`config.mk`:
```
export PLATFORM = sky130hd
export DESIGN_NAME = peq_regs
export DESIGN_NICKNAME = d
export VERILOG_FILES = /design/src/shared/peq_pkg.sv /design/src/core/peq_regs.sv
export VERILOG_INCLUDE_DIRS = /design/src /design/src/shared
export SDC_FILE = /design/constraint.sdc
export NUM_CORES = 1
export LEC_CHECK = 0
export BUFFER_PORTS_ARGS = -buffer_cell sky130_fd_sc_hd__buf_2
export CAP_MARGIN = 0
export CORE_ASPECT_RATIO = 1.1
export CORE_MARGIN = 2
export CORE_UTILIZATION = 60
export CTS_CLUSTER_DIAMETER = 100
export DETAILED_ROUTE_END_ITERATION = 7
export GPL_ROUTABILITY_DRIVEN = 0
export HOLD_SLACK_MARGIN = 0.06
export PLACE_DENSITY = 0.82
export SLEW_MARGIN = 25
export SYNTH_ARGS = -nofsm -noshare
export SYNTH_HDL_FRONTEND = slang
export SYNTH_SLANG_ARGS = --single-unit
```
`constraint.sdc`:
```
create_clock -name clk_sys -period 4.8 [get_ports clk_sys]
set_clock_uncertainty 0.1 [all_clocks]
set_input_delay 0.48 -clock clk_sys [delete_from_list [all_inputs] [get_ports clk_sys]]
set_output_delay 0.48 -clock clk_sys [all_outputs]
set_load 0.005 [all_outputs]
```
`src/shared/peq_defs.svh`:
```
// register offsets, field positions and reset values of the equalizer / diagnostic bank
`ifndef PEQ_DEFS_SVH
`define PEQ_DEFS_SVH

// register offsets (word addresses on the register port)
`define PEQ_OFF_FEQ_CTRL     9'h114
`define PEQ_OFF_AGC_BW       9'h116
`define PEQ_OFF_RECOV_THR    9'h121
`define PEQ_OFF_TLOOP_THR    9'h122
`define PEQ_OFF_LINKUP_THR   9'h123
`define PEQ_OFF_TRAIN_TMR    9'h126
`define PEQ_OFF_GAIN_LIM     9'h129
`define PEQ_OFF_RETRAIN      9'h130
`define PEQ_OFF_DIAG         9'h155
`define PEQ_OFF_TDR_CTRL     9'h170
`define PEQ_OFF_TDR_PULSE    9'h171
`define PEQ_OFF_TDR_LISTEN   9'h173
`define PEQ_OFF_TDR_SHORT    9'h177

// reset values
`define PEQ_RST_FEQ_CTRL     16'h400a
`define PEQ_RST_AGC_BW       16'h014a
`define PEQ_RST_RECOV_THR    15'h199a
`define PEQ_RST_TLOOP_THR    15'h1027
`define PEQ_RST_LINKUP_THR   15'h051c
`define PEQ_RST_TRAIN_TMR    16'h461b
`define PEQ_RST_GAIN_LIM     16'h000f
`define PEQ_RST_RETRAIN      16'h0001
`define PEQ_RST_DIAG_LOW     4'h1
`define PEQ_RST_TDR_CTRL     15'h0e52
`define PEQ_RST_TDR_PULSE    16'hc85c
`define PEQ_RST_TDR_LISTEN   16'hff1e
`define PEQ_RST_TDR_SHORT    16'h189b

// field positions
`define PEQ_BIT_DIAG_START   15
`define PEQ_BIT_DIAG_BUSY    12
`define PEQ_BIT_CROSS_DIS    14
`define PEQ_BIT_TX_BYPASS    13
`define PEQ_BIT_RX_BYPASS    12
`define PEQ_BIT_NO_RETRAIN   11
`define PEQ_AVG_HI           10
`define PEQ_AVG_LO           8
`define PEQ_AVG_MAX          3'h6

`endif

```
`src/shared/peq_pkg.sv`:
```
// types shared by the equalizer and cable diagnostic register bank
package peq_pkg;

   // diagnostic sequencer states, one-hot
   typedef enum logic [2:0] {
      PEQ_IDLE  = 3'b001,
      PEQ_ISSUE = 3'b010,
      PEQ_WAIT  = 3'b100
   } peq_diag_e;

   // settings handed to the equalizer training logic
   typedef struct packed {
      logic [15:0] feq_ctrl;        // feedback equalizer control word
      logic [15:0] agc_bw;          // gain control bandwidth word
      logic [14:0] recov_thr;       // error limit that forces recovery
      logic [14:0] tloop_thr;       // timing_loop_error_limit
      logic [14:0] linkup_thr;      // linkup_error_limit
      logic [2:0]  tmr_state;       // state shift timer
      logic [5:0]  tmr_tloop;       // timing loop timer
      logic [2:0]  tmr_gain_a;      // first gain loop timer
      logic [2:0]  tmr_gain_b;      // second gain loop timer
      logic [3:0]  gain_max;        // highest allowed gain index
      logic [3:0]  gain_min;        // lowest allowed gain index
      logic        retrain_dis;     // gain retraining forbidden
   } peq_dsp_cfg_s;

   // one measurement request to the reflectometry engine
   typedef struct packed {
      logic        start;           // one-cycle launch pulse
      logic        pair_rx;         // 0 transmit_pair, 1 receive pair
      logic        cross_en;        // watch the other pair as well
      logic [3:0]  pulse_ctrl;      // expected self reflection
      logic [7:0]  listen_len;      // listening duration
      logic [4:0]  short_thr;       // short cable compensation
   } peq_tdr_req_s;

   // engine answer
   typedef struct packed {
      logic        done;            // one-cycle pulse, measurement finished
      logic [7:0]  sum;             // accumulated result of that measurement
   } peq_tdr_rsp_s;

endpackage : peq_pkg

```
`src/core/peq_regs.sv`:
```
// equalizer training and cable diagnostic register bank with diagnostic sequencer
//
// Implementation choice: the plain strobed port.
`timescale 1ns/100ps
`include "peq_defs.svh"

module peq_regs
   import peq_pkg::*;
(
   input  wire logic          clk_sys,      // 50 MHz system clock
   input  wire logic          rst_n,        // synchronous reset, active low
   input  wire logic [8:0]    reg_addr,     // register offset
   input  wire logic [15:0]   reg_wdata,    // write data
   input  wire logic          reg_wr,       // write strobe
   input  wire logic          reg_rd,       // read strobe
   output logic      [15:0]   reg_rdata,    // read data, cycle after strobe
   output peq_dsp_cfg_s       dsp_cfg,      // equalizer training settings
   output peq_tdr_req_s       tdr_req,      // reflectometry engine request
   input  peq_tdr_rsp_s       tdr_rsp,      // reflectometry engine answer
   output logic               diag_busy     // diagnostic in progress
);

   // register storage
   logic [15:0] feq_ctrl_q;
   logic [15:0] agc_bw_q;
   logic [14:0] recov_thr_q;
   logic [14:0] tloop_thr_q;
   logic [14:0] linkup_thr_q;
   logic [15:0] train_tmr_q;
   logic [15:0] gain_lim_q;
   logic [15:0] retrain_q;
   logic [3:0]  diag_low_q;
   logic [7:0]  diag_sum_q;
   logic        start_q;
   logic [14:0] tdr_ctrl_q;
   logic [15:0] tdr_pulse_q;
   logic [15:0] tdr_listen_q;
   logic [15:0] tdr_short_q;
   logic [15:0] rdata_q;

   // sequencer state
   peq_diag_e   state_q;
   logic        pair_rx_q;
   logic [6:0]  avg_cnt_q;
   logic [6:0]  avg_last;
   logic [2:0]  avg_code;
   logic        tx_byp;
   logic        rx_byp;
   logic        any_pair;
   logic        accept;
   logic        meas_end;
   logic        last_meas;

   // write decode helper
   function automatic logic hit(input logic [8:0] off);
      hit = reg_wr && (reg_addr == off);
   endfunction : hit

   // plain read/write configuration registers
   always_ff @(posedge clk_sys) begin
      if (!rst_n) begin
         feq_ctrl_q   <= `PEQ_RST_FEQ_CTRL;
         agc_bw_q     <= `PEQ_RST_AGC_BW;
         recov_thr_q  <= `PEQ_RST_RECOV_THR;
         tloop_thr_q  <= `PEQ_RST_TLOOP_THR;
         linkup_thr_q <= `PEQ_RST_LINKUP_THR;
         train_tmr_q  <= `PEQ_RST_TRAIN_TMR;
         gain_lim_q   <= `PEQ_RST_GAIN_LIM;
         retrain_q    <= `PEQ_RST_RETRAIN;
         tdr_ctrl_q   <= `PEQ_RST_TDR_CTRL;
         tdr_pulse_q  <= `PEQ_RST_TDR_PULSE;
         tdr_listen_q <= `PEQ_RST_TDR_LISTEN;
         tdr_short_q  <= `PEQ_RST_TDR_SHORT;
         diag_low_q   <= `PEQ_RST_DIAG_LOW;
      end else begin
         if (hit(`PEQ_OFF_FEQ_CTRL))   feq_ctrl_q   <= reg_wdata;
         if (hit(`PEQ_OFF_AGC_BW))     agc_bw_q     <= reg_wdata;
         if (hit(`PEQ_OFF_RECOV_THR))  recov_thr_q  <= reg_wdata[14:0];
         if (hit(`PEQ_OFF_TLOOP_THR))  tloop_thr_q  <= reg_wdata[14:0];
         if (hit(`PEQ_OFF_LINKUP_THR)) linkup_thr_q <= reg_wdata[14:0];
         if (hit(`PEQ_OFF_TRAIN_TMR))  train_tmr_q  <= reg_wdata;
         if (hit(`PEQ_OFF_GAIN_LIM))   gain_lim_q   <= reg_wdata;
         if (hit(`PEQ_OFF_RETRAIN))    retrain_q    <= reg_wdata;
         // bit 15 is read-only; engine request and sequencer see changes at once, even during a run
         if (hit(`PEQ_OFF_TDR_CTRL))   tdr_ctrl_q   <= reg_wdata[14:0];
         if (hit(`PEQ_OFF_TDR_PULSE))  tdr_pulse_q  <= reg_wdata;
         if (hit(`PEQ_OFF_TDR_LISTEN)) tdr_listen_q <= reg_wdata;
         if (hit(`PEQ_OFF_TDR_SHORT))  tdr_short_q  <= reg_wdata;
         if (hit(`PEQ_OFF_DIAG))       diag_low_q   <= reg_wdata[3:0];
      end
   end

   // equalizer settings straight from the register flops
   always_comb begin
      dsp_cfg.feq_ctrl    = feq_ctrl_q;
      dsp_cfg.agc_bw      = agc_bw_q;
      dsp_cfg.recov_thr   = recov_thr_q;
      dsp_cfg.tloop_thr   = tloop_thr_q;
      dsp_cfg.linkup_thr  = linkup_thr_q;
      dsp_cfg.tmr_state   = train_tmr_q[14:12];
      dsp_cfg.tmr_tloop   = train_tmr_q[11:6];
      dsp_cfg.tmr_gain_a  = train_tmr_q[5:3];
      dsp_cfg.tmr_gain_b  = train_tmr_q[2:0];
      dsp_cfg.gain_max    = gain_lim_q[7:4];
      dsp_cfg.gain_min    = gain_lim_q[3:0];
      dsp_cfg.retrain_dis = retrain_q[`PEQ_BIT_NO_RETRAIN];
   end

   // diagnostic control decode
   assign tx_byp   = tdr_ctrl_q[`PEQ_BIT_TX_BYPASS];
   assign rx_byp   = tdr_ctrl_q[`PEQ_BIT_RX_BYPASS];
   assign any_pair = !tx_byp || !rx_byp;
   // reserved code 7 is run as 64 rather than left undefined
   assign avg_code = (tdr_ctrl_q[`PEQ_AVG_HI:`PEQ_AVG_LO] > `PEQ_AVG_MAX) ?
                     `PEQ_AVG_MAX : tdr_ctrl_q[`PEQ_AVG_HI:`PEQ_AVG_LO];
   assign avg_last = 7'((8'h1 << avg_code) - 8'h1);
   assign accept   = start_q && (state_q == PEQ_IDLE);
   assign meas_end = (state_q == PEQ_WAIT) && tdr_rsp.done;
   assign last_meas = meas_end && (avg_cnt_q == avg_last);

   // start bit: taken only while idle, cleared once the sequencer accepts it
   always_ff @(posedge clk_sys) begin
      if (!rst_n) begin
         start_q <= 1'b0;
      end else if (hit(`PEQ_OFF_DIAG) && reg_wdata[`PEQ_BIT_DIAG_START] &&
                   state_q == PEQ_IDLE && !start_q) begin
         start_q <= 1'b1;
      end else if (accept) begin
         start_q <= 1'b0;
      end
   end

   // measurement sequencer: transmit pair first, then receive pair
   always_ff @(posedge clk_sys) begin
      if (!rst_n) begin
         state_q   <= PEQ_IDLE;
         pair_rx_q <= 1'b0;
         avg_cnt_q <= 7'h00;
      end else begin
         unique case (state_q)
            PEQ_IDLE: begin
               avg_cnt_q <= 7'h00;
               if (accept && any_pair) begin
                  pair_rx_q <= tx_byp;
                  state_q   <= PEQ_ISSUE;
               end
            end
            PEQ_ISSUE: begin
               state_q <= PEQ_WAIT;
            end
            PEQ_WAIT: begin
               if (last_meas) begin
                  avg_cnt_q <= 7'h00;
                  if (!pair_rx_q && !rx_byp) begin
                     pair_rx_q <= 1'b1;
                     state_q   <= PEQ_ISSUE;
                  end else begin
                     state_q <= PEQ_IDLE;
                  end
               end else if (meas_end) begin
                  avg_cnt_q <= avg_cnt_q + 7'h01;
                  state_q   <= PEQ_ISSUE;
               end
            end
         endcase
      end
   end

   // last engine sum is kept for software
   always_ff @(posedge clk_sys) begin
      if (!rst_n) begin
         diag_sum_q <= 8'h00;
      end else if (meas_end) begin
         diag_sum_q <= tdr_rsp.sum;
      end
   end

   // engine request, combinational launch pulse from state
   always_comb begin
      tdr_req.start      = (state_q == PEQ_ISSUE);
      tdr_req.pair_rx    = pair_rx_q;
      tdr_req.cross_en   = !tdr_ctrl_q[`PEQ_BIT_CROSS_DIS];
      tdr_req.pulse_ctrl = tdr_pulse_q[3:0];
      tdr_req.listen_len = tdr_listen_q[15:8];
      tdr_req.short_thr  = tdr_short_q[12:8];
   end

   assign diag_busy = (state_q != PEQ_IDLE);

   // read mux; unmapped offsets read zero
   function automatic logic [15:0] read_word(input logic [8:0] off);
      unique case (off)
         `PEQ_OFF_FEQ_CTRL:   read_word = feq_ctrl_q;
         `PEQ_OFF_AGC_BW:     read_word = agc_bw_q;
         `PEQ_OFF_RECOV_THR:  read_word = {1'b0, recov_thr_q};
         `PEQ_OFF_TLOOP_THR:  read_word = {1'b0, tloop_thr_q};
         `PEQ_OFF_LINKUP_THR: read_word = {1'b0, linkup_thr_q};
         `PEQ_OFF_TRAIN_TMR:  read_word = train_tmr_q;
         `PEQ_OFF_GAIN_LIM:   read_word = gain_lim_q;
         `PEQ_OFF_RETRAIN:    read_word = retrain_q;
         `PEQ_OFF_DIAG:       read_word = {start_q, 2'b00, diag_busy,
                                           diag_sum_q, diag_low_q};
         `PEQ_OFF_TDR_CTRL:   read_word = {1'b0, tdr_ctrl_q};
         `PEQ_OFF_TDR_PULSE:  read_word = tdr_pulse_q;
         `PEQ_OFF_TDR_LISTEN: read_word = tdr_listen_q;
         `PEQ_OFF_TDR_SHORT:  read_word = tdr_short_q;
         default:             read_word = 16'h0000;
      endcase
   endfunction : read_word

   // read data valid only in the cycle after the strobe
   always_ff @(posedge clk_sys) begin
      if (!rst_n) begin
         rdata_q <= 16'h0000;
      end else begin
         rdata_q <= reg_rd ? read_word(reg_addr) : 16'h0000;
      end
   end

   assign reg_rdata = rdata_q;
endmodule : peq_regs

```
# Word level (Yosys, flattened, before mapping)
# Cells that the tools add are included.
[word_totals]
wordCells = 94
input_bits = 38
register_bits = 228
out_inout_bits = 138
[op_classes]
shifts = 1
n_eq_ne = 22
n_addsub = 2
n_reduce_logical = 33
n_mux = 16
n_lt_le_gt_ge = 1
[ops]
columns = ["op", "count"]
rows = [
  ["16-bit case mux with 13 select lines", 1],
  ["9-bit equality test (second input constant)", 13],
  ["1-bit logical AND", 21],
  ["7-bit two-way mux", 2],
  ["7-bit case mux with 2 select lines", 1],
  ["3-bit two-way mux", 4],
  ["3-bit case mux with 3 select lines", 1],
  ["7-bit by 1-bit adder with 7-bit output (second input constant)", 1],
  ["7-bit equality test", 1],
  ["1-bit by 3-bit left shift with 7-bit output (first input constant)", 1],
  ["7-bit by 1-bit subtractor with 7-bit output (second input constant)", 1],
  ["2-bit AND reduction", 3],
  ["1-bit logical NOT", 5],
  ["1-bit two-way mux", 5],
  ["2-bit by 1-bit != test with 1-bit output (second input constant)", 2],
  ["4-bit AND reduction", 1],
  ["2-bit nonzero test", 2],
  ["3-bit by 1-bit equality test with 1-bit output (second input constant)", 1],
  ["3-bit by 2-bit equality test with 1-bit output (second input constant)", 1],
  ["3-bit equality test (second input constant)", 1],
  ["3-bit greater-than comparator (second input constant)", 1],
  ["3-bit by 1-bit != test with 1-bit output (second input constant)", 1],
  ["3-bit != test (second input constant)", 1],
  ["2-bit two-way mux", 1],
  ["other kinds (3)", 3],
]

# Longest topological paths before layout
# Gate-level depths: netlist of the first run.
[logic_depth]
ltp_word = 8
depth_mapped = 9
depth_no_buf = 5

# Worst setup path before layout of the first run
# Ideal clock, no wire load.
[synth_path]
path_type = "input port to flip-flop"
startpoint = "in reg_addr[7]"
endpoint = "reg train_tmr_q[10]"
stages = 8
setup_slack_ns = 2.530
setup_time_ns = 0.137
path_buffers = 3
t_required_ns = 4.563
arrival_ns = 2.033
path_cell_list = "buf_4 -> or4b_4 -> buf_6 -> nor3_4 -> nand2_1 -> buf_2 -> nand2_1 -> nand3_1"
[synth_between]
elab_chain_len = 2
[synth_rtl]
columns = ["element", "line", "source"]
rows = [
  ["from (decl)", "peq_regs.sv:12", "input wire logic [8:0] reg_addr,"],
  ["9-bit equality test", "peq_regs.sv:56", "hit = reg_wr && (reg_addr == off);"],
  ["1-bit logical AND", "peq_regs.sv:56", ""],
  ["to (signal assigned)", "peq_regs.sv:67", "train_tmr_q <= `PEQ_RST_TRAIN_TMR;"],
  ["to (signal assigned)", "peq_regs.sv:81", "if (hit(`PEQ_OFF_TRAIN_TMR)) train_tmr_q <= reg_wdata;"],
  ["to (decl)", "peq_regs.sv:29", "logic [15:0] train_tmr_q;"],
]
# No other way between the ends.
# A chain may end at the register's enable or synchronous reset.

# Worst setup path in the final report of the first run
[layout_path]
startpoint = "in reg_addr[1]"
endpoint = "reg rdata_q[4], in the netlist reg_rdata[4]"
[layout_between]
elab_chain_len = 2
elab_cells_between_ends = 14
cone_classes = "eq/ne: 13; mux: 1"
[layout_rtl]
columns = ["element", "line", "source"]
rows = [
  ["9-bit equality test", "peq_regs.sv:192", "unique case (off)"],
  ["16-bit case mux with 13 select lines *", "peq_regs.sv:192", ""],
  ["to (signal assigned)", "peq_regs.sv:216", "rdata_q <= reg_rd ? read_word(reg_addr) : 16'h0000;"],
  ["to (decl)", "peq_regs.sv:39", "logic [15:0] rdata_q;"],
]
# Every way passes the cells marked *; elsewhere a longest branch is shown, timed or not.

==> reports/metrics.json, run 1 <==
{
  "clock_tree": {
    "htree_levels": 1,
    "cts.path.max_buffers": 3,
    "clock_sinks": 228,
    "clk_pin_slew_worst_paths_ns": 0.06,
    "cts.hold.buffers_added": 0,
    "clock_latency_late_sink_ns": 0.53,
    "post_cts_resize_count": 0,
    "post-cts-setup-buffer-count": 0,
    "number_of_buffers_created_by_cts": 24,
    "tritoncts_clock_tree": "built",
    "ctsRootBufferMaster": "sky130_fd_sc_hd__clkbuf_16"
  },
  "setup_path": {
    "cp.depth": 8,
    "end_kind": "flip-flop",
    "startpoint": "reg_addr[1]",
    "timing.critical_path.fanout_max": 30,
    "worstPathCellList": "buf_2 -> buf_4 -> nor2b_1 -> a2bb2oi_1 -> o22ai_1 -> o311ai_2 -> buf_4 -> a31oi_1",
    "critical_path_class": "in -> reg",
    "worst_path_arrival_ns": 3.04,
    "worstSetupStartpointType": "primary input",
    "timing.critical_path.buf_inv": 3,
    "critical_path.most_common_cell": "sky130_fd_sc_hd__buf_4",
    "reg2reg_start": "tdr_ctrl_q[10]$_SDFFE_PN1P_",
    "r2r_slack_ns": 2.55,
    "worst_r2r_endpoint": "pair_rx_q$_SDFFE_PN0P_",
    "worstSetupEndpoint": "reg_rdata[4]$_SDFF_PN0_",
    "crit_slowest_cell": "sky130_fd_sc_hd__buf_2",
    "worst_r2r_path_depth": 5,
    "slowest_delay_ns": 0.56,
    "timing.critical_path.max_delay_family": "buffers and inverters",
    "data_required_time_of_the_critical_path_ns": 5.12
  },
  "synthesis": {
    "yosysWarningCount": 0,
    "syn-cell-area_um2": 10700,
    "yosys.area_share.adder_pct": 0.116,
    "number_of_synthesized_register_bits": 228,
    "yosysUniqueCellTypes": 79,
    "synthSimpleGateAreaFrac_pct": 26.0,
    "ys_async_sr_fraction_pct": 0,
    "avgSynthCellArea_um2": 8.13,
    "synth_enable_flop_cells": 0,
    "fraction_of_the_yosys_area_taken_by_sequential_cells_pct": 42.5,
    "synth_fp_nets": 1361,
    "synth_xor_xnor_area_share_pct": 0.652,
    "synthMuxAreaShare_pct": 3.00,
    "synth_compound_area_share_pct": 19.5,
    "synth-main-ff-cell": "sky130_fd_sc_hd__dfxtp_1",
    "netlist_instances": 1322,
    "synth_top_family_by_area": "simple AND/OR/NAND/NOR gates"
  },
  "global_route": {
    "grt_pass1_vias": 9556,
    "grt_start_max_net_pins": 137,
    "grt_total_usage_pct": 37.0,
    "antenna_found_initial": 0,
    "grt_pass1_wl_um": 54700,
    "grt.overflow.total": 0
  },
  "cells_and_area": {
    "layout_overhead_on_the_synthesized_area_pct": 10.4,
    "commonest_non_fill_non_tap_cell_in_the_layout": "sky130_fd_sc_hd__nand2_1",
    "num_antenna_cells": 0,
    "fin_nets": 1414,
    "ratio_of_cells_with_drive_above_1_in_the_final_layout_pct": 18.9,
    "final_cell_mix": "sky130_fd_sc_hd__nand2_1, sky130_fd_sc_hd__dfxtp_1, sky130_fd_sc_hd__buf_2, sky130_fd_sc_hd__a21boi_0, sky130_fd_sc_hd__nand3_1",
    "final.fill_count": 1479
  },
  "pwr": {
    "power.density_nw_per_um2": 330,
    "total_leakage_power_uw": 0.00457,
    "vdd_ir_drop_max_mv": 0.268,
    "report.power.total_uw": 3910
  },
  "sta": {
    "max_slew_margin_pct": 38.2,
    "report.final.slew_viol_count": 0,
    "grt_setup_unrepaired": "false",
    "final.setup.tns_ns": 0,
    "holdWs_ns": 0.109,
    "timing_worst_slew_pin_value_ns": 0.920,
    "hold_viol": 0,
    "setup-violations-final": 0,
    "clock.fmax_ghz": 0.368,
    "min_period_ns": 2.72,
    "post-route-period-util_pct": 56.7
  },
  "route": {
    "routed_via_count_divided_by_cell_count": 6.40,
    "drt-initial-drc-count": 1500,
    "routed_len_inst_um": 22.4,
    "number_of_design_rule_violations_left_after_detail_routing": 0,
    "vias": 10400,
    "drt-total-wl_um": 36400,
    "antenna_left": 0,
    "firstDrtPassIters": 7
  },
  "floorplan": {
    "core-area_um2": 17600,
    "dieHeight_um": 144,
    "fp.dieArea_um2": 19000,
    "fp-row-count": 51,
    "floorplan.die.width_um": 132,
    "initial_utilization_pct": 61.0,
    "io_pins": 176
  },
  "min_path": {
    "timing.hold.worst.class": "in -> reg"
  },
  "place": {
    "buffer_ports.inserted": 175,
    "hpwl_reported_at_the_end_of_detailed_placement_um": 24600
  },
  "status": {
    "outcome": "finished clean"
  },
  "job": {
    "cap_viol_max_count": 0
  }
}
power by group:
| part | internal [uW] | switching, uW | leakage, uW |
|---|---|---|---|
| Combinational | 67.5 | 165 | 0.00236 |
| Clock | 1000 | 770 | 0.000366 |
| Sequential | 1900 | 9.19 | 0.00184 |
metrics by stage:
step / std cells / setup slack (ns) / util, % / cell area, um2
2_1_floorplan: 1322 / 2.53 / - / 10700
3_3_place_gp: 1587 / 1.74 / 63.0 / 11100
3_5_place_dp: 1587 / 1.72 / 63.0 / 11100
4_1_cts: 1629 / 2.24 / 67.2 / 11800
5_1_grt: 1629 / 1.99 / 67.3 / 11900
6_report: 1629 / 2.08 / 67.3 / 11900
logic make-up (layout without fill, tap and decap cells):
family,after synthesis,count (layout)
flops,228,228
buf+inv,157,226
mux,30,30
simple gates,626,626
compound gates,272,272
fa+ha+maj,1,1
xor+xnor,8,8
final cells by class:
class / count / area, um2 / area share (%)
multi-input combinational: 937 / 5310 / 44.8
sequential: 228 / 4560 / 38.5
timing repair buffer: 180 / 928 / 7.83
clock buffer: 34 / 689 / 5.81
tap: 238 / 298 / 2.51
clock inverter: 8 / 48.8 / 0.412
inverter: 4 / 15.0 / 0.127
how the worst min path moves through the flow:
stage                                      from                           to  depth (start not counted)
CTS                                  tdr_rsp[2]   diag_sum_q[2]$_SDFFE_PN0P_                          3
finish                               tdr_rsp[2]   diag_sum_q[2]$_SDFFE_PN0P_                          3
global route                         tdr_rsp[2]   diag_sum_q[2]$_SDFFE_PN0P_                          3
global placement    gain_lim_q[14]$_SDFFE_PN0P_  gain_lim_q[14]$_SDFFE_PN0P_                          2
floorplan           gain_lim_q[13]$_SDFFE_PN0P_  gain_lim_q[13]$_SDFFE_PN0P_                          2
detailed placement  gain_lim_q[14]$_SDFFE_PN0P_  gain_lim_q[14]$_SDFFE_PN0P_                          2
state kept, by name, summed over array words and instances, names as in the netlist, 3 cells and up:
signal,count
reg_rdata,16
gain_lim_q,16
avg_cnt_q,7
linkup_thr_q,15
state_q,3
tdr_pulse_q,16
tdr_ctrl_q,15
tloop_thr_q,15
tdr_listen_q,16
tdr_short_q,16
feq_ctrl_q,16
train_tmr_q,16
diag_low_q,4
retrain_q,16
recov_thr_q,15
diag_sum_q,8
agc_bw_q,16
cells in the mapped netlist, types with 4 or more instances:
library cell | instances | area share, %
sky130_fd_sc_hd__nor3_1 | 20 | 0.93
sky130_fd_sc_hd__buf_4 | 49 | 3.4
sky130_fd_sc_hd__dfxtp_1 | 228 | 42
sky130_fd_sc_hd__a221oi_1 | 13 | 1.1
sky130_fd_sc_hd__nand2_1 | 429 | 15
sky130_fd_sc_hd__buf_6 | 4 | 0.42
sky130_fd_sc_hd__a222oi_1 | 5 | 0.47
sky130_fd_sc_hd__a22oi_1 | 33 | 2.3
sky130_fd_sc_hd__and2_1 | 9 | 0.52
sky130_fd_sc_hd__o22ai_1 | 4 | 0.23
sky130_fd_sc_hd__a21oi_1 | 13 | 0.61
sky130_fd_sc_hd__inv_1 | 4 | 0.14
sky130_fd_sc_hd__clkbuf_1 | 65 | 2.3
sky130_fd_sc_hd__a31oi_1 | 16 | 0.93
sky130_fd_sc_hd__a21boi_1 | 16 | 1.1
sky130_fd_sc_hd__and3_1 | 13 | 0.76
sky130_fd_sc_hd__a21boi_0 | 113 | 7.9
sky130_fd_sc_hd__a22o_1 | 9 | 0.73
sky130_fd_sc_hd__nand3_1 | 85 | 4.0
sky130_fd_sc_hd__nor2_1 | 17 | 0.59
sky130_fd_sc_hd__a32oi_1 | 5 | 0.41
sky130_fd_sc_hd__nor2b_1 | 5 | 0.29
sky130_fd_sc_hd__o22a_1 | 4 | 0.33
sky130_fd_sc_hd__o2bb2ai_1 | 7 | 0.57
sky130_fd_sc_hd__mux2_2 | 18 | 1.9
sky130_fd_sc_hd__buf_2 | 26 | 1.2
sky130_fd_sc_hd__mux2i_1 | 12 | 1.1
sky130_fd_sc_hd__nand2b_1 | 6 | 0.35
sky130_fd_sc_hd__nand4_1 | 4 | 0.23
sky130_fd_sc_hd__o21ai_0 | 7 | 0.33
sky130_fd_sc_hd__xor2_1 | 5 | 0.41
metal layers:
metal	GRT usage, %	vias to the layer above	wire (um)
li1	-	4595	-
met1	48.0	4808	13600
met2	56.8	824	15600
met3	9.04	205	4890
met4	21.3	0	2340
met5	0	-	0
worst reg2reg max path, delay by kind of cell (launching register included):
family             cells  cell delay (ns)
and+or+nand+nor        1             0.39
DFF                    1             0.48
AOI/OAI and AO/OA      4             1.23
Note: power is estimated with default switching activity, not from simulation.
==> run 2: changes to the inputs <==
--- a/config.mk
+++ b/config.mk
@@ -6,16 +6,17 @@
 export SDC_FILE = /design/constraint.sdc
 export NUM_CORES = 1
 export LEC_CHECK = 0
+export ABC_AREA = 1
 export BUFFER_PORTS_ARGS = -buffer_cell sky130_fd_sc_hd__buf_2
 export CAP_MARGIN = 0
 export CORE_ASPECT_RATIO = 1.1
 export CORE_MARGIN = 2
-export CORE_UTILIZATION = 60
+export CORE_UTILIZATION = 56
 export CTS_CLUSTER_DIAMETER = 100
 export DETAILED_ROUTE_END_ITERATION = 7
 export GPL_ROUTABILITY_DRIVEN = 0
 export HOLD_SLACK_MARGIN = 0.06
-export PLACE_DENSITY = 0.82
+export PLACE_DENSITY = 0.77
 export SLEW_MARGIN = 25
 export SYNTH_ARGS = -nofsm -noshare
 export SYNTH_HDL_FRONTEND = slang
==> constraint.sdc (replaced) <==
create_clock -name clk_sys -period 2.7 [get_ports clk_sys]
set_clock_uncertainty 0.1 [all_clocks]
set_input_delay 0.27 -clock clk_sys [delete_from_list [all_inputs] [get_ports clk_sys]]
set_output_delay 0.27 -clock clk_sys [all_outputs]
set_load 0.005 [all_outputs]
==> run 2 against run 1 <==
Synthesized cell count up 6.8%; critical path depth unchanged; clock-buffer cell count up 4; sequential power up 77%; worst hold slack worse by 0.029 ns; clock power up 85%; core utilization down 1.5 points; worst setup slack worse by 1.5 ns; register-to-register slack worse by 2.0 ns; combinational power up 82%.
==> reports/metrics.json, run 2 <==
{
  "sta": {
    "holdWs": {"value": 0.0804, "unit": "ns", "change": "was 0.109 ns"},
    "max_slew_margin": {"value": 30.7, "unit": "%", "change": "was 38.2%"},
    "min_period_ns": 2.12,
    "final.setup.tns": {"value": 0, "unit": "ns", "change": "unchanged"},
    "report.final.slew_viol_count": {"value": 0, "change": "unchanged"},
    "clock.fmax_ghz": 0.472,
    "hold_viol": {"value": 0, "change": "unchanged"},
    "grt_setup_unrepaired": {"value": "false", "change": "unchanged"},
    "timing_worst_slew_pin_value": {"value": 1.04, "unit": "ns", "change": "was 0.920 ns"},
    "setup-violations-final": {"value": 0, "change": "unchanged"},
    "post-route-period-util_pct": 78.5
  },
  "floorplan": {
    "initial_utilization": {"value": 57.0, "unit": "%", "change": "was 61.0%"},
    "dieHeight": {"value": 147, "unit": "um", "change": "was 144 um"},
    "core-area": {"value": 18300, "unit": "um2", "change": "was 17,600 um2"},
    "fp.dieArea": {"value": 19800, "unit": "um2", "change": "was 19,000 um2"},
    "io_pins": {"value": 176, "change": "unchanged"},
    "fp-row-count": {"value": 52, "change": "was 51"},
    "floorplan.die.width": {"value": 134, "unit": "um", "change": "was 132 um"}
  },
  "synthesis": {
    "yosys-top-cells-count": {"value": "sky130_fd_sc_hd__nand2_1, sky130_fd_sc_hd__dfxtp_1, sky130_fd_sc_hd__a21oi_1", "change": "was sky130_fd_sc_hd__nand2_1, sky130_fd_sc_hd__dfxtp_1, sky130_fd_sc_hd__a21boi_0"},
    "yosysWarningCount": {"value": 0, "change": "unchanged"},
    "yosysTopAreaCell": {"value": "sky130_fd_sc_hd__dfxtp_1", "change": "unchanged"},
    "dominant_cell_by_count_in_the_synthesized_netlist": {"value": "sky130_fd_sc_hd__nand2_1", "change": "unchanged"},
    "number_of_synthesized_register_bits": {"value": 228, "change": "unchanged"},
    "fraction_of_the_yosys_area_taken_by_sequential_cells": {"value": 43.6, "unit": "%", "change": "was 42.5%"},
    "netlist_instances": {"value": 1412, "change": "was 1,322"},
    "syn-cell-area": {"value": 10500, "unit": "um2", "change": "was 10,700 um2"},
    "avgSynthCellArea": {"value": 7.41, "unit": "um2", "change": "was 8.13 um2"},
    "synth-main-ff-cell": {"value": "sky130_fd_sc_hd__dfxtp_1", "change": "unchanged"},
    "synth_enable_flop_cells": {"value": 0, "change": "unchanged"},
    "synth_fp_nets": {"value": 1451, "change": "was 1,361"},
    "yosysUniqueCellTypes": {"value": 38, "change": "was 79"},
    "ys_async_sr_fraction": {"value": 0, "unit": "%", "change": "unchanged"},
    "synth.area.top_cells": {"value": "sky130_fd_sc_hd__dfxtp_1, sky130_fd_sc_hd__nand2_1, sky130_fd_sc_hd__a21oi_1, sky130_fd_sc_hd__o21ai_0, sky130_fd_sc_hd__nand3_1", "change": "was sky130_fd_sc_hd__dfxtp_1, sky130_fd_sc_hd__nand2_1, sky130_fd_sc_hd__a21boi_0, sky130_fd_sc_hd__nand3_1, sky130_fd_sc_hd__buf_4"},
    "yosysTopAreaCellShare": {"value": 43.6, "unit": "%", "change": "was 42.5%"}
  },
  "route": {
    "drt-initial-drc-count": {"value": 1669, "change": "was 1,500"},
    "drt-total-wl": {"value": 38300, "unit": "um", "change": "was 36,400 um"},
    "routed_via_count_divided_by_cell_count": {"value": 5.91, "change": "was 6.40"},
    "number_of_design_rule_violations_left_after_detail_routing": {"value": 0, "change": "unchanged"},
    "firstDrtPassIters": {"value": 7, "change": "unchanged"},
    "routed_len_inst": {"value": 21.3, "unit": "um", "change": "was 22.4 um"},
    "antenna_left": {"value": 0, "change": "unchanged"},
    "vias": {"value": 10600, "change": "was 10,400"}
  },
  "clock_tree": {
    "clk_pin_slew_worst_paths": {"value": 0.06, "unit": "ns", "change": "about the same"},
    "clock_sinks": {"value": 228, "change": "unchanged"},
    "number_of_buffers_created_by_cts": {"value": 24, "change": "unchanged"},
    "post-cts-setup-buffer-count": {"value": 0, "change": "unchanged"},
    "ctsRootBufferMaster": {"value": "sky130_fd_sc_hd__clkbuf_16", "change": "unchanged"},
    "tritoncts_clock_tree": {"value": "built", "change": "unchanged"},
    "clock_latency_late_sink": {"value": 0.53, "unit": "ns", "change": "about the same"},
    "cts.path.max_buffers": {"value": 3, "change": "unchanged"},
    "htree_levels": {"value": 1, "change": "unchanged"}
  },
  "setup_path": {
    "worstSetupStartpointType": {"value": "flip-flop", "change": "was primary input"},
    "data_required_time_of_the_critical_path": {"value": 3.00, "unit": "ns", "change": "was 5.12 ns"},
    "critical_path_class": {"value": "reg -> reg", "change": "was in -> reg"},
    "worst_r2r_path_depth": {"value": 8, "change": "was 5"},
    "worst_r2r_endpoint": {"value": "avg_cnt_q[2]$_SDFFE_PN0P_", "change": "was pair_rx_q$_SDFFE_PN0P_"},
    "end_kind": {"value": "flip-flop", "change": "unchanged"},
    "r2r_slack": {"value": 0.58, "unit": "ns", "change": "was 2.55 ns"},
    "worst_path_arrival": {"value": 2.42, "unit": "ns", "change": "was 3.04 ns"},
    "timing.critical_path.fanout_max": {"value": 15, "change": "was 30"},
    "reg2reg_start": {"value": "state_q[0]$_SDFFE_PN1P_", "change": "was tdr_ctrl_q[10]$_SDFFE_PN1P_"}
  },
  "cells_and_area": {
    "final_cell_mix": {"value": "sky130_fd_sc_hd__nand2_1, sky130_fd_sc_hd__dfxtp_1, sky130_fd_sc_hd__buf_2, sky130_fd_sc_hd__a21oi_1, sky130_fd_sc_hd__o21ai_0", "change": "was sky130_fd_sc_hd__nand2_1, sky130_fd_sc_hd__dfxtp_1, sky130_fd_sc_hd__buf_2, sky130_fd_sc_hd__a21boi_0, sky130_fd_sc_hd__nand3_1"},
    "fin_nets": {"value": 1578, "change": "was 1,414"},
    "finish.utilization": {"value": 65.8, "unit": "%", "change": "was 67.3%"},
    "sequential_cell_area": {"value": 4560, "unit": "um2", "change": "unchanged"},
    "layout_overhead_on_the_synthesized_area": {"value": 15.5, "unit": "%", "change": "was 10.4%"},
    "commonest_non_fill_non_tap_cell_in_the_layout": {"value": "sky130_fd_sc_hd__nand2_1", "change": "unchanged"},
    "ratio_of_cells_with_drive_above_1_in_the_final_layout": {"value": 19.3, "unit": "%", "change": "was 18.9%"},
    "final.fill_count": {"value": 1599, "change": "was 1,479"},
    "multiInputGateArea": {"value": 4640, "unit": "um2", "change": "was 5310 um2"},
    "num_antenna_cells": {"value": 0, "change": "unchanged"}
  },
  "global_route": {
    "grt_pass1_wl": {"value": 56500, "unit": "um", "change": "was 54,700 um"},
    "antenna_found_initial": {"value": 0, "change": "unchanged"},
    "grt_pass1_vias": {"value": 9639, "change": "was 9,556"},
    "grt_start_max_net_pins": {"value": 204, "change": "was 137"},
    "grt_total_usage": {"value": 37.7, "unit": "%", "change": "was 37.0%"},
    "grt.overflow.total": {"value": 0, "change": "unchanged"}
  },
  "min_path": {
    "hp-start": {"value": "reg_wdata[14]", "change": "was tdr_rsp[2]"},
    "hold-path-cell-count": {"value": 3, "change": "unchanged"},
    "worstHoldEndpoint": {"value": "agc_bw_q[14]$_SDFFE_PN0P_", "change": "was diag_sum_q[2]$_SDFFE_PN0P_"},
    "timing.hold.worst.class": {"value": "in -> reg", "change": "unchanged"}
  },
  "pwr": {
    "vdd_ir_drop_max": {"value": 0.533, "unit": "mV", "change": "was 0.268 mV"},
    "total_leakage_power": {"value": 0.00573, "unit": "uW", "change": "was 0.00457 uW"},
    "power.density": {"value": 588, "unit": "nW/um2", "change": "was 330 nW/um2"}
  },
  "place": {
    "hpwl_reported_at_the_end_of_detailed_placement": {"value": 27200, "unit": "um", "change": "was 24,600 um"},
    "buffer_ports.inserted": {"value": 175, "change": "unchanged"}
  },
  "job": {
    "cap_viol_max_count": {"value": 0, "change": "unchanged"}
  },
  "status": {
    "outcome": {"value": "finished clean", "change": "unchanged"}
  }
}
[run 2: cell types whose count changed after synthesis, moves of 33 or more]
cell                       change
sky130_fd_sc_hd__a21boi_0    -113
sky130_fd_sc_hd__a21oi_1     +126
sky130_fd_sc_hd__inv_1       +121
sky130_fd_sc_hd__o211ai_1     +63
sky130_fd_sc_hd__nand2_1     -147
sky130_fd_sc_hd__nor2_1       +96
sky130_fd_sc_hd__o21ai_0     +130
sky130_fd_sc_hd__a22oi_1      -33
[run 2: what timing repair did]
action                                 in CTS  in global routing
hold buffers                               19                  0
gates resized for setup                     0                  0
endpoints found under the hold margin      26                  0
[run 2: worst max path at each step]
stage	startpoint	end	slack, ns	cells past startpoint
finish	state_q[0]$_SDFFE_PN1P_	avg_cnt_q[2]$_SDFFE_PN0P_	0.58	8
global route	state_q[0]$_SDFFE_PN1P_	avg_cnt_q[2]$_SDFFE_PN0P_	0.31	8
CTS	state_q[0]$_SDFFE_PN1P_	avg_cnt_q[2]$_SDFFE_PN0P_	0.61	8
detailed placement	reg_addr[8]	tdr_pulse_q[1]$_SDFFE_PN0P_	0.49	9
global placement	reg_addr[8]	tdr_pulse_q[1]$_SDFFE_PN0P_	0.52	9
floorplan	reg_addr[8]	tdr_pulse_q[14]$_SDFFE_PN1P_	1.13	9
[run 2: area by class of cell]
type | instances | area share (%)
repair buffers | 211 | 10.1
well taps | 243 | 2.52
multi-input cells | 926 | 38.4
flip-flops and latches | 228 | 37.8
clock inverters | 5 | 0.414
inverters | 148 | 4.76
clock buffers | 38 | 6.00
[run 2: cell families after synthesis]
| kind of cell | Yosys count | share of synthesized area (%) |
|---|---|---|
| and+or+nand+nor | 543 | 23.6 |
| AOI/OAI and AO/OA | 378 | 20.3 |
| buffers and inverters | 258 | 12.0 |
| DFF | 228 | 43.6 |
| xor gates and xnor gates | 4 | 0.335 |
| adders and majority gates | 1 | 0.120 |
[run 2: worst max-delay path, stage by stage (launching register included)]
cell                      delay [ns]
sky130_fd_sc_hd__dfxtp_1        0.32
sky130_fd_sc_hd__nor2_1         0.13
sky130_fd_sc_hd__nand3_1        0.40
sky130_fd_sc_hd__a21oi_1        0.28
sky130_fd_sc_hd__nand2_1        0.10
sky130_fd_sc_hd__o21ai_0        0.27
sky130_fd_sc_hd__nand2_1        0.10
sky130_fd_sc_hd__nand2_1        0.22
sky130_fd_sc_hd__nor2_1         0.08
[run 2: routing by layer]
layer	up-vias	track usage, %	part of all wire, %
li1	4869	-	-
met1	4810	48.3	37
met2	775	58.3	44
met3	177	6.90	11
met4	0	24.3	7.9
met5	-	0	0
[run 2: per-stage QoR]
| stage | power, uW | instances | area [um2] | setup slack [ns] |
|---|---|---|---|---|
| after global routing | 7230 | 1799 | 12100 | 0.306 |
| after floorplan | 3690 | 1412 | 10500 | 1.13 |
| final | 7100 | 1799 | 12100 | 0.580 |
| after CTS | 7060 | 1799 | 12100 | 0.612 |
| after detailed placement | 3850 | 1737 | 11100 | 0.491 |
| after global placement | 3850 | 1737 | 11100 | 0.516 |
[run 2: where the power goes]
| part | total [uW] | leakage (uW) | internal (uW) | switching (uW) |
|---|---|---|---|---|
| clock | 3280 | 0.000383 | 1930 | 1350 |
| sequential | 3390 | 0.00184 | 3380 | 13.5 |
| combinational | 424 | 0.00351 | 106 | 318 |
==> run 3: changes to the inputs <==
--- a/config.mk
+++ b/config.mk
@@ -11,12 +11,12 @@
 export CAP_MARGIN = 0
 export CORE_ASPECT_RATIO = 1.1
 export CORE_MARGIN = 2
-export CORE_UTILIZATION = 56
+export CORE_UTILIZATION = 51
 export CTS_CLUSTER_DIAMETER = 100
 export DETAILED_ROUTE_END_ITERATION = 7
 export GPL_ROUTABILITY_DRIVEN = 0
 export HOLD_SLACK_MARGIN = 0.06
-export PLACE_DENSITY = 0.77
+export PLACE_DENSITY = 0.74
 export SLEW_MARGIN = 25
 export SYNTH_ARGS = -nofsm -noshare
 export SYNTH_HDL_FRONTEND = slang
==> constraint.sdc (replaced) <==
create_clock -name clk_sys -period 1.75 [get_ports clk_sys]
set_clock_uncertainty 0.1 [all_clocks]
set_input_delay 0.175 -clock clk_sys [delete_from_list [all_inputs] [get_ports clk_sys]]
set_output_delay 0.175 -clock clk_sys [all_outputs]
set_load 0.005 [all_outputs]
==> run 3 against run 2 <==
Sequential share of layout area fell by 2.1 points; largest power group unchanged; critical path depth fell by 5; wire length rose by 1.5%.
==> reports/metrics.json, run 3 (synthesized netlist as in run 2, its figures left out) <==
{
  "status": {
    "outcome": {"value": "finished clean", "change": "unchanged"}
  },
  "route": {
    "vias": {"value": 10800, "change": "was 10,600"},
    "antenna_left": {"value": 0, "change": "unchanged"},
    "firstDrtPassIters": {"value": 8, "change": "was 7"},
    "drt-initial-drc-count": {"value": 1370, "change": "was 1,669"},
    "routed_len_inst": {"value": 20.6, "unit": "um", "change": "was 21.3 um"},
    "drt-total-wl": {"value": 38900, "unit": "um", "change": "was 38,300 um"},
    "number_of_design_rule_violations_left_after_detail_routing": {"value": 0, "change": "unchanged"},
    "routed_via_count_divided_by_cell_count": {"value": 5.71, "change": "was 5.91"}
  },
  "cells_and_area": {
    "fin_nets": {"value": 1657, "change": "was 1,578"},
    "commonest_non_fill_non_tap_cell_in_the_layout": {"value": "sky130_fd_sc_hd__nand2_1", "change": "unchanged"},
    "ratio_of_cells_with_drive_above_1_in_the_final_layout": {"value": 22.7, "unit": "%", "change": "was 19.3%"},
    "fin_area": {"value": 12800, "unit": "um2", "change": "was 12,100 um2"},
    "final.fill_count": {"value": 1734, "change": "was 1,599"},
    "layout.cells.non_filler": {"value": 1885, "change": "was 1,799"},
    "num_antenna_cells": {"value": 0, "change": "unchanged"},
    "final_cell_mix": {"value": "sky130_fd_sc_hd__nand2_1, sky130_fd_sc_hd__dfxtp_1, sky130_fd_sc_hd__buf_2, sky130_fd_sc_hd__a21oi_1, sky130_fd_sc_hd__o21ai_0", "change": "unchanged"},
    "layout_overhead_on_the_synthesized_area": {"value": 22.2, "unit": "%", "change": "was 15.5%"}
  },
  "sta": {
    "hold_viol": {"value": 0, "change": "unchanged"},
    "post-route-period-util_pct": 93.6,
    "max_slew_margin": {"value": 58.1, "unit": "%", "change": "was 30.7%"},
    "timing_worst_slew_pin_value": {"value": 0.628, "unit": "ns", "change": "was 1.04 ns"},
    "report.final.slew_viol_count": {"value": 0, "change": "unchanged"},
    "setup-violations-final": {"value": 0, "change": "unchanged"},
    "clock.fmax_ghz": 0.610,
    "min_period_ns": 1.64,
    "holdWs": {"value": 0.164, "unit": "ns", "change": "was 0.0804 ns"}
  },
  "global_route": {
    "grt_pass1_vias": {"value": 10000, "change": "was 9,639"},
    "grt_total_usage": {"value": 34.9, "unit": "%", "change": "was 37.7%"},
    "grt.overflow.total": {"value": 0, "change": "unchanged"},
    "antenna_found_initial": {"value": 1, "change": "was 0"},
    "grt_start_max_net_pins": {"value": 67, "change": "was 204"},
    "grt_pass1_wl": {"value": 57800, "unit": "um", "change": "was 56,500 um"}
  },
  "floorplan": {
    "dieHeight": {"value": 154, "unit": "um", "change": "was 147 um"},
    "floorplan.die.width": {"value": 141, "unit": "um", "change": "was 134 um"},
    "io_pins": {"value": 176, "change": "unchanged"},
    "fp-row-count": {"value": 54, "change": "was 52"},
    "core-area": {"value": 20000, "unit": "um2", "change": "was 18,300 um2"},
    "fp.dieArea": {"value": 21700, "unit": "um2", "change": "was 19,800 um2"},
    "initial_utilization": {"value": 52.3, "unit": "%", "change": "was 57.0%"}
  },
  "pwr": {
    "power.density": {"value": 854, "unit": "nW/um2", "change": "was 588 nW/um2"},
    "report.power.total": {"value": 10900, "unit": "uW", "change": "was 7100 uW"},
    "total_leakage_power": {"value": 0.00613, "unit": "uW", "change": "was 0.00573 uW"},
    "vdd_ir_drop_max": {"value": 0.672, "unit": "mV", "change": "was 0.533 mV"}
  },
  "clock_tree": {
    "cts.path.max_buffers": {"value": 3, "change": "unchanged"},
    "clk_pin_slew_worst_paths": {"value": 0.06, "unit": "ns", "change": "about the same"},
    "htree_levels": {"value": 1, "change": "unchanged"},
    "post-cts-setup-buffer-count": {"value": 0, "change": "unchanged"},
    "clock_sinks": {"value": 228, "change": "unchanged"},
    "tritoncts_clock_tree": {"value": "built", "change": "unchanged"},
    "number_of_buffers_created_by_cts": {"value": 25, "change": "was 24"},
    "clock_latency_late_sink": {"value": 0.53, "unit": "ns", "change": "about the same"},
    "ctsRootBufferMaster": {"value": "sky130_fd_sc_hd__clkbuf_16", "change": "unchanged"}
  },
  "place": {
    "buffer_ports.inserted": {"value": 175, "change": "unchanged"},
    "hpwl_reported_at_the_end_of_detailed_placement": {"value": 28300, "unit": "um", "change": "was 27,200 um"},
    "post-place-cells": {"value": 1812, "change": "was 1,737"},
    "placed_cell_area": {"value": 11700, "unit": "um2", "change": "was 11,100 um2"}
  },
  "setup_path": {
    "worst_path_arrival": {"value": 1.36, "unit": "ns", "change": "was 2.42 ns"},
    "end_kind": {"value": "primary output", "change": "was flip-flop"},
    "worstSetupStartpointType": {"value": "flip-flop", "change": "unchanged"},
    "critical_path_class": {"value": "reg -> out", "change": "was reg -> reg"},
    "timing.critical_path.fanout_max": {"value": 6, "change": "was 15"},
    "data_required_time_of_the_critical_path": {"value": 1.47, "unit": "ns", "change": "was 3.00 ns"}
  },
  "job": {
    "cap_viol_max_count": {"value": 0, "change": "unchanged"}
  },
  "min_path": {
    "timing.hold.worst.class": {"value": "in -> reg", "change": "unchanged"}
  }
}
==> run 3: cell type report <==
| type | instances | area, um2 | area share [%] |
|---|---|---|---|
| multi-input combinational | 926 | 4650 | 36.4 |
| inverter | 148 | 576 | 4.50 |
| clock buffer | 37 | 721 | 5.64 |
| timing repair buffer | 289 | 1920 | 15.1 |
| clock inverter | 5 | 28.8 | 0.225 |
| sequential | 228 | 4570 | 35.7 |
| tap | 252 | 315 | 2.47 |
==> run 3: where the power goes <==
group / switching, uW / leakage [uW] / internal, uW / total [uW]
registers: 21.0 / 0.00184 / 5210 / 5240
clock network: 2100 / 0.000372 / 2830 / 4930
logic: 514 / 0.00392 / 236 / 749
total: 2640 / 0.00613 / 8280 / 10900
==> run 3: critical path, cell delays in order (launching register included) <==
cell	delay [ns]
sky130_fd_sc_hd__dfxtp_1	0.31
sky130_fd_sc_hd__inv_1	0.08
sky130_fd_sc_hd__nand3_1	0.24
sky130_fd_sc_hd__buf_2	0.22
==> run 3: worst paths after layout <==
path	startpoint	to	slack, ns	cells past startpoint
max reg2reg	state_q[0]$_SDFFE_PN1P_	diag_sum_q[7]$_SDFFE_PN0P_	0.12	6
min reg2reg	tdr_listen_q[7]$_SDFFE_PN0P_	tdr_listen_q[7]$_SDFFE_PN0P_	0.35	2
max	state_q[1]$_SDFFE_PN0P_	diag_busy	0.11	3
min	reg_addr[5]	reg_rdata[4]$_SDFF_PN0_	0.16	8
==> run 3: metrics by stage <==
| stage | setup TNS (ns) | utilization, % | setup slack (ns) |
|---|---|---|---|
| after floorplan | 0 | - | 0.254 |
| after global placement | -1.74 | 58.6 | -0.230 |
| after CTS | 0 | 63.9 | 0.0917 |
| after global routing | -0.0160 | 63.9 | -0.0160 |
| after detailed placement | -2.32 | 58.6 | -0.237 |
| final | 0 | 63.9 | 0.111 |
==> run 3: metal layers <==
| layer | global-route usage (%) | part of all wire, % |
|---|---|---|
| met5 | 0 | 0.013 |
| met4 | 21.6 | 7.4 |
| met3 | 7.24 | 11 |
| met2 | 56.0 | 45 |
| met1 | 43.3 | 37 |
==> run 3: repair_timing <==
item                       in CTS  in global routing
hold endpoints to repair       93                  0
resized for setup               0                  5
hold buffers                   31                  0
setup endpoints to repair       0                 12
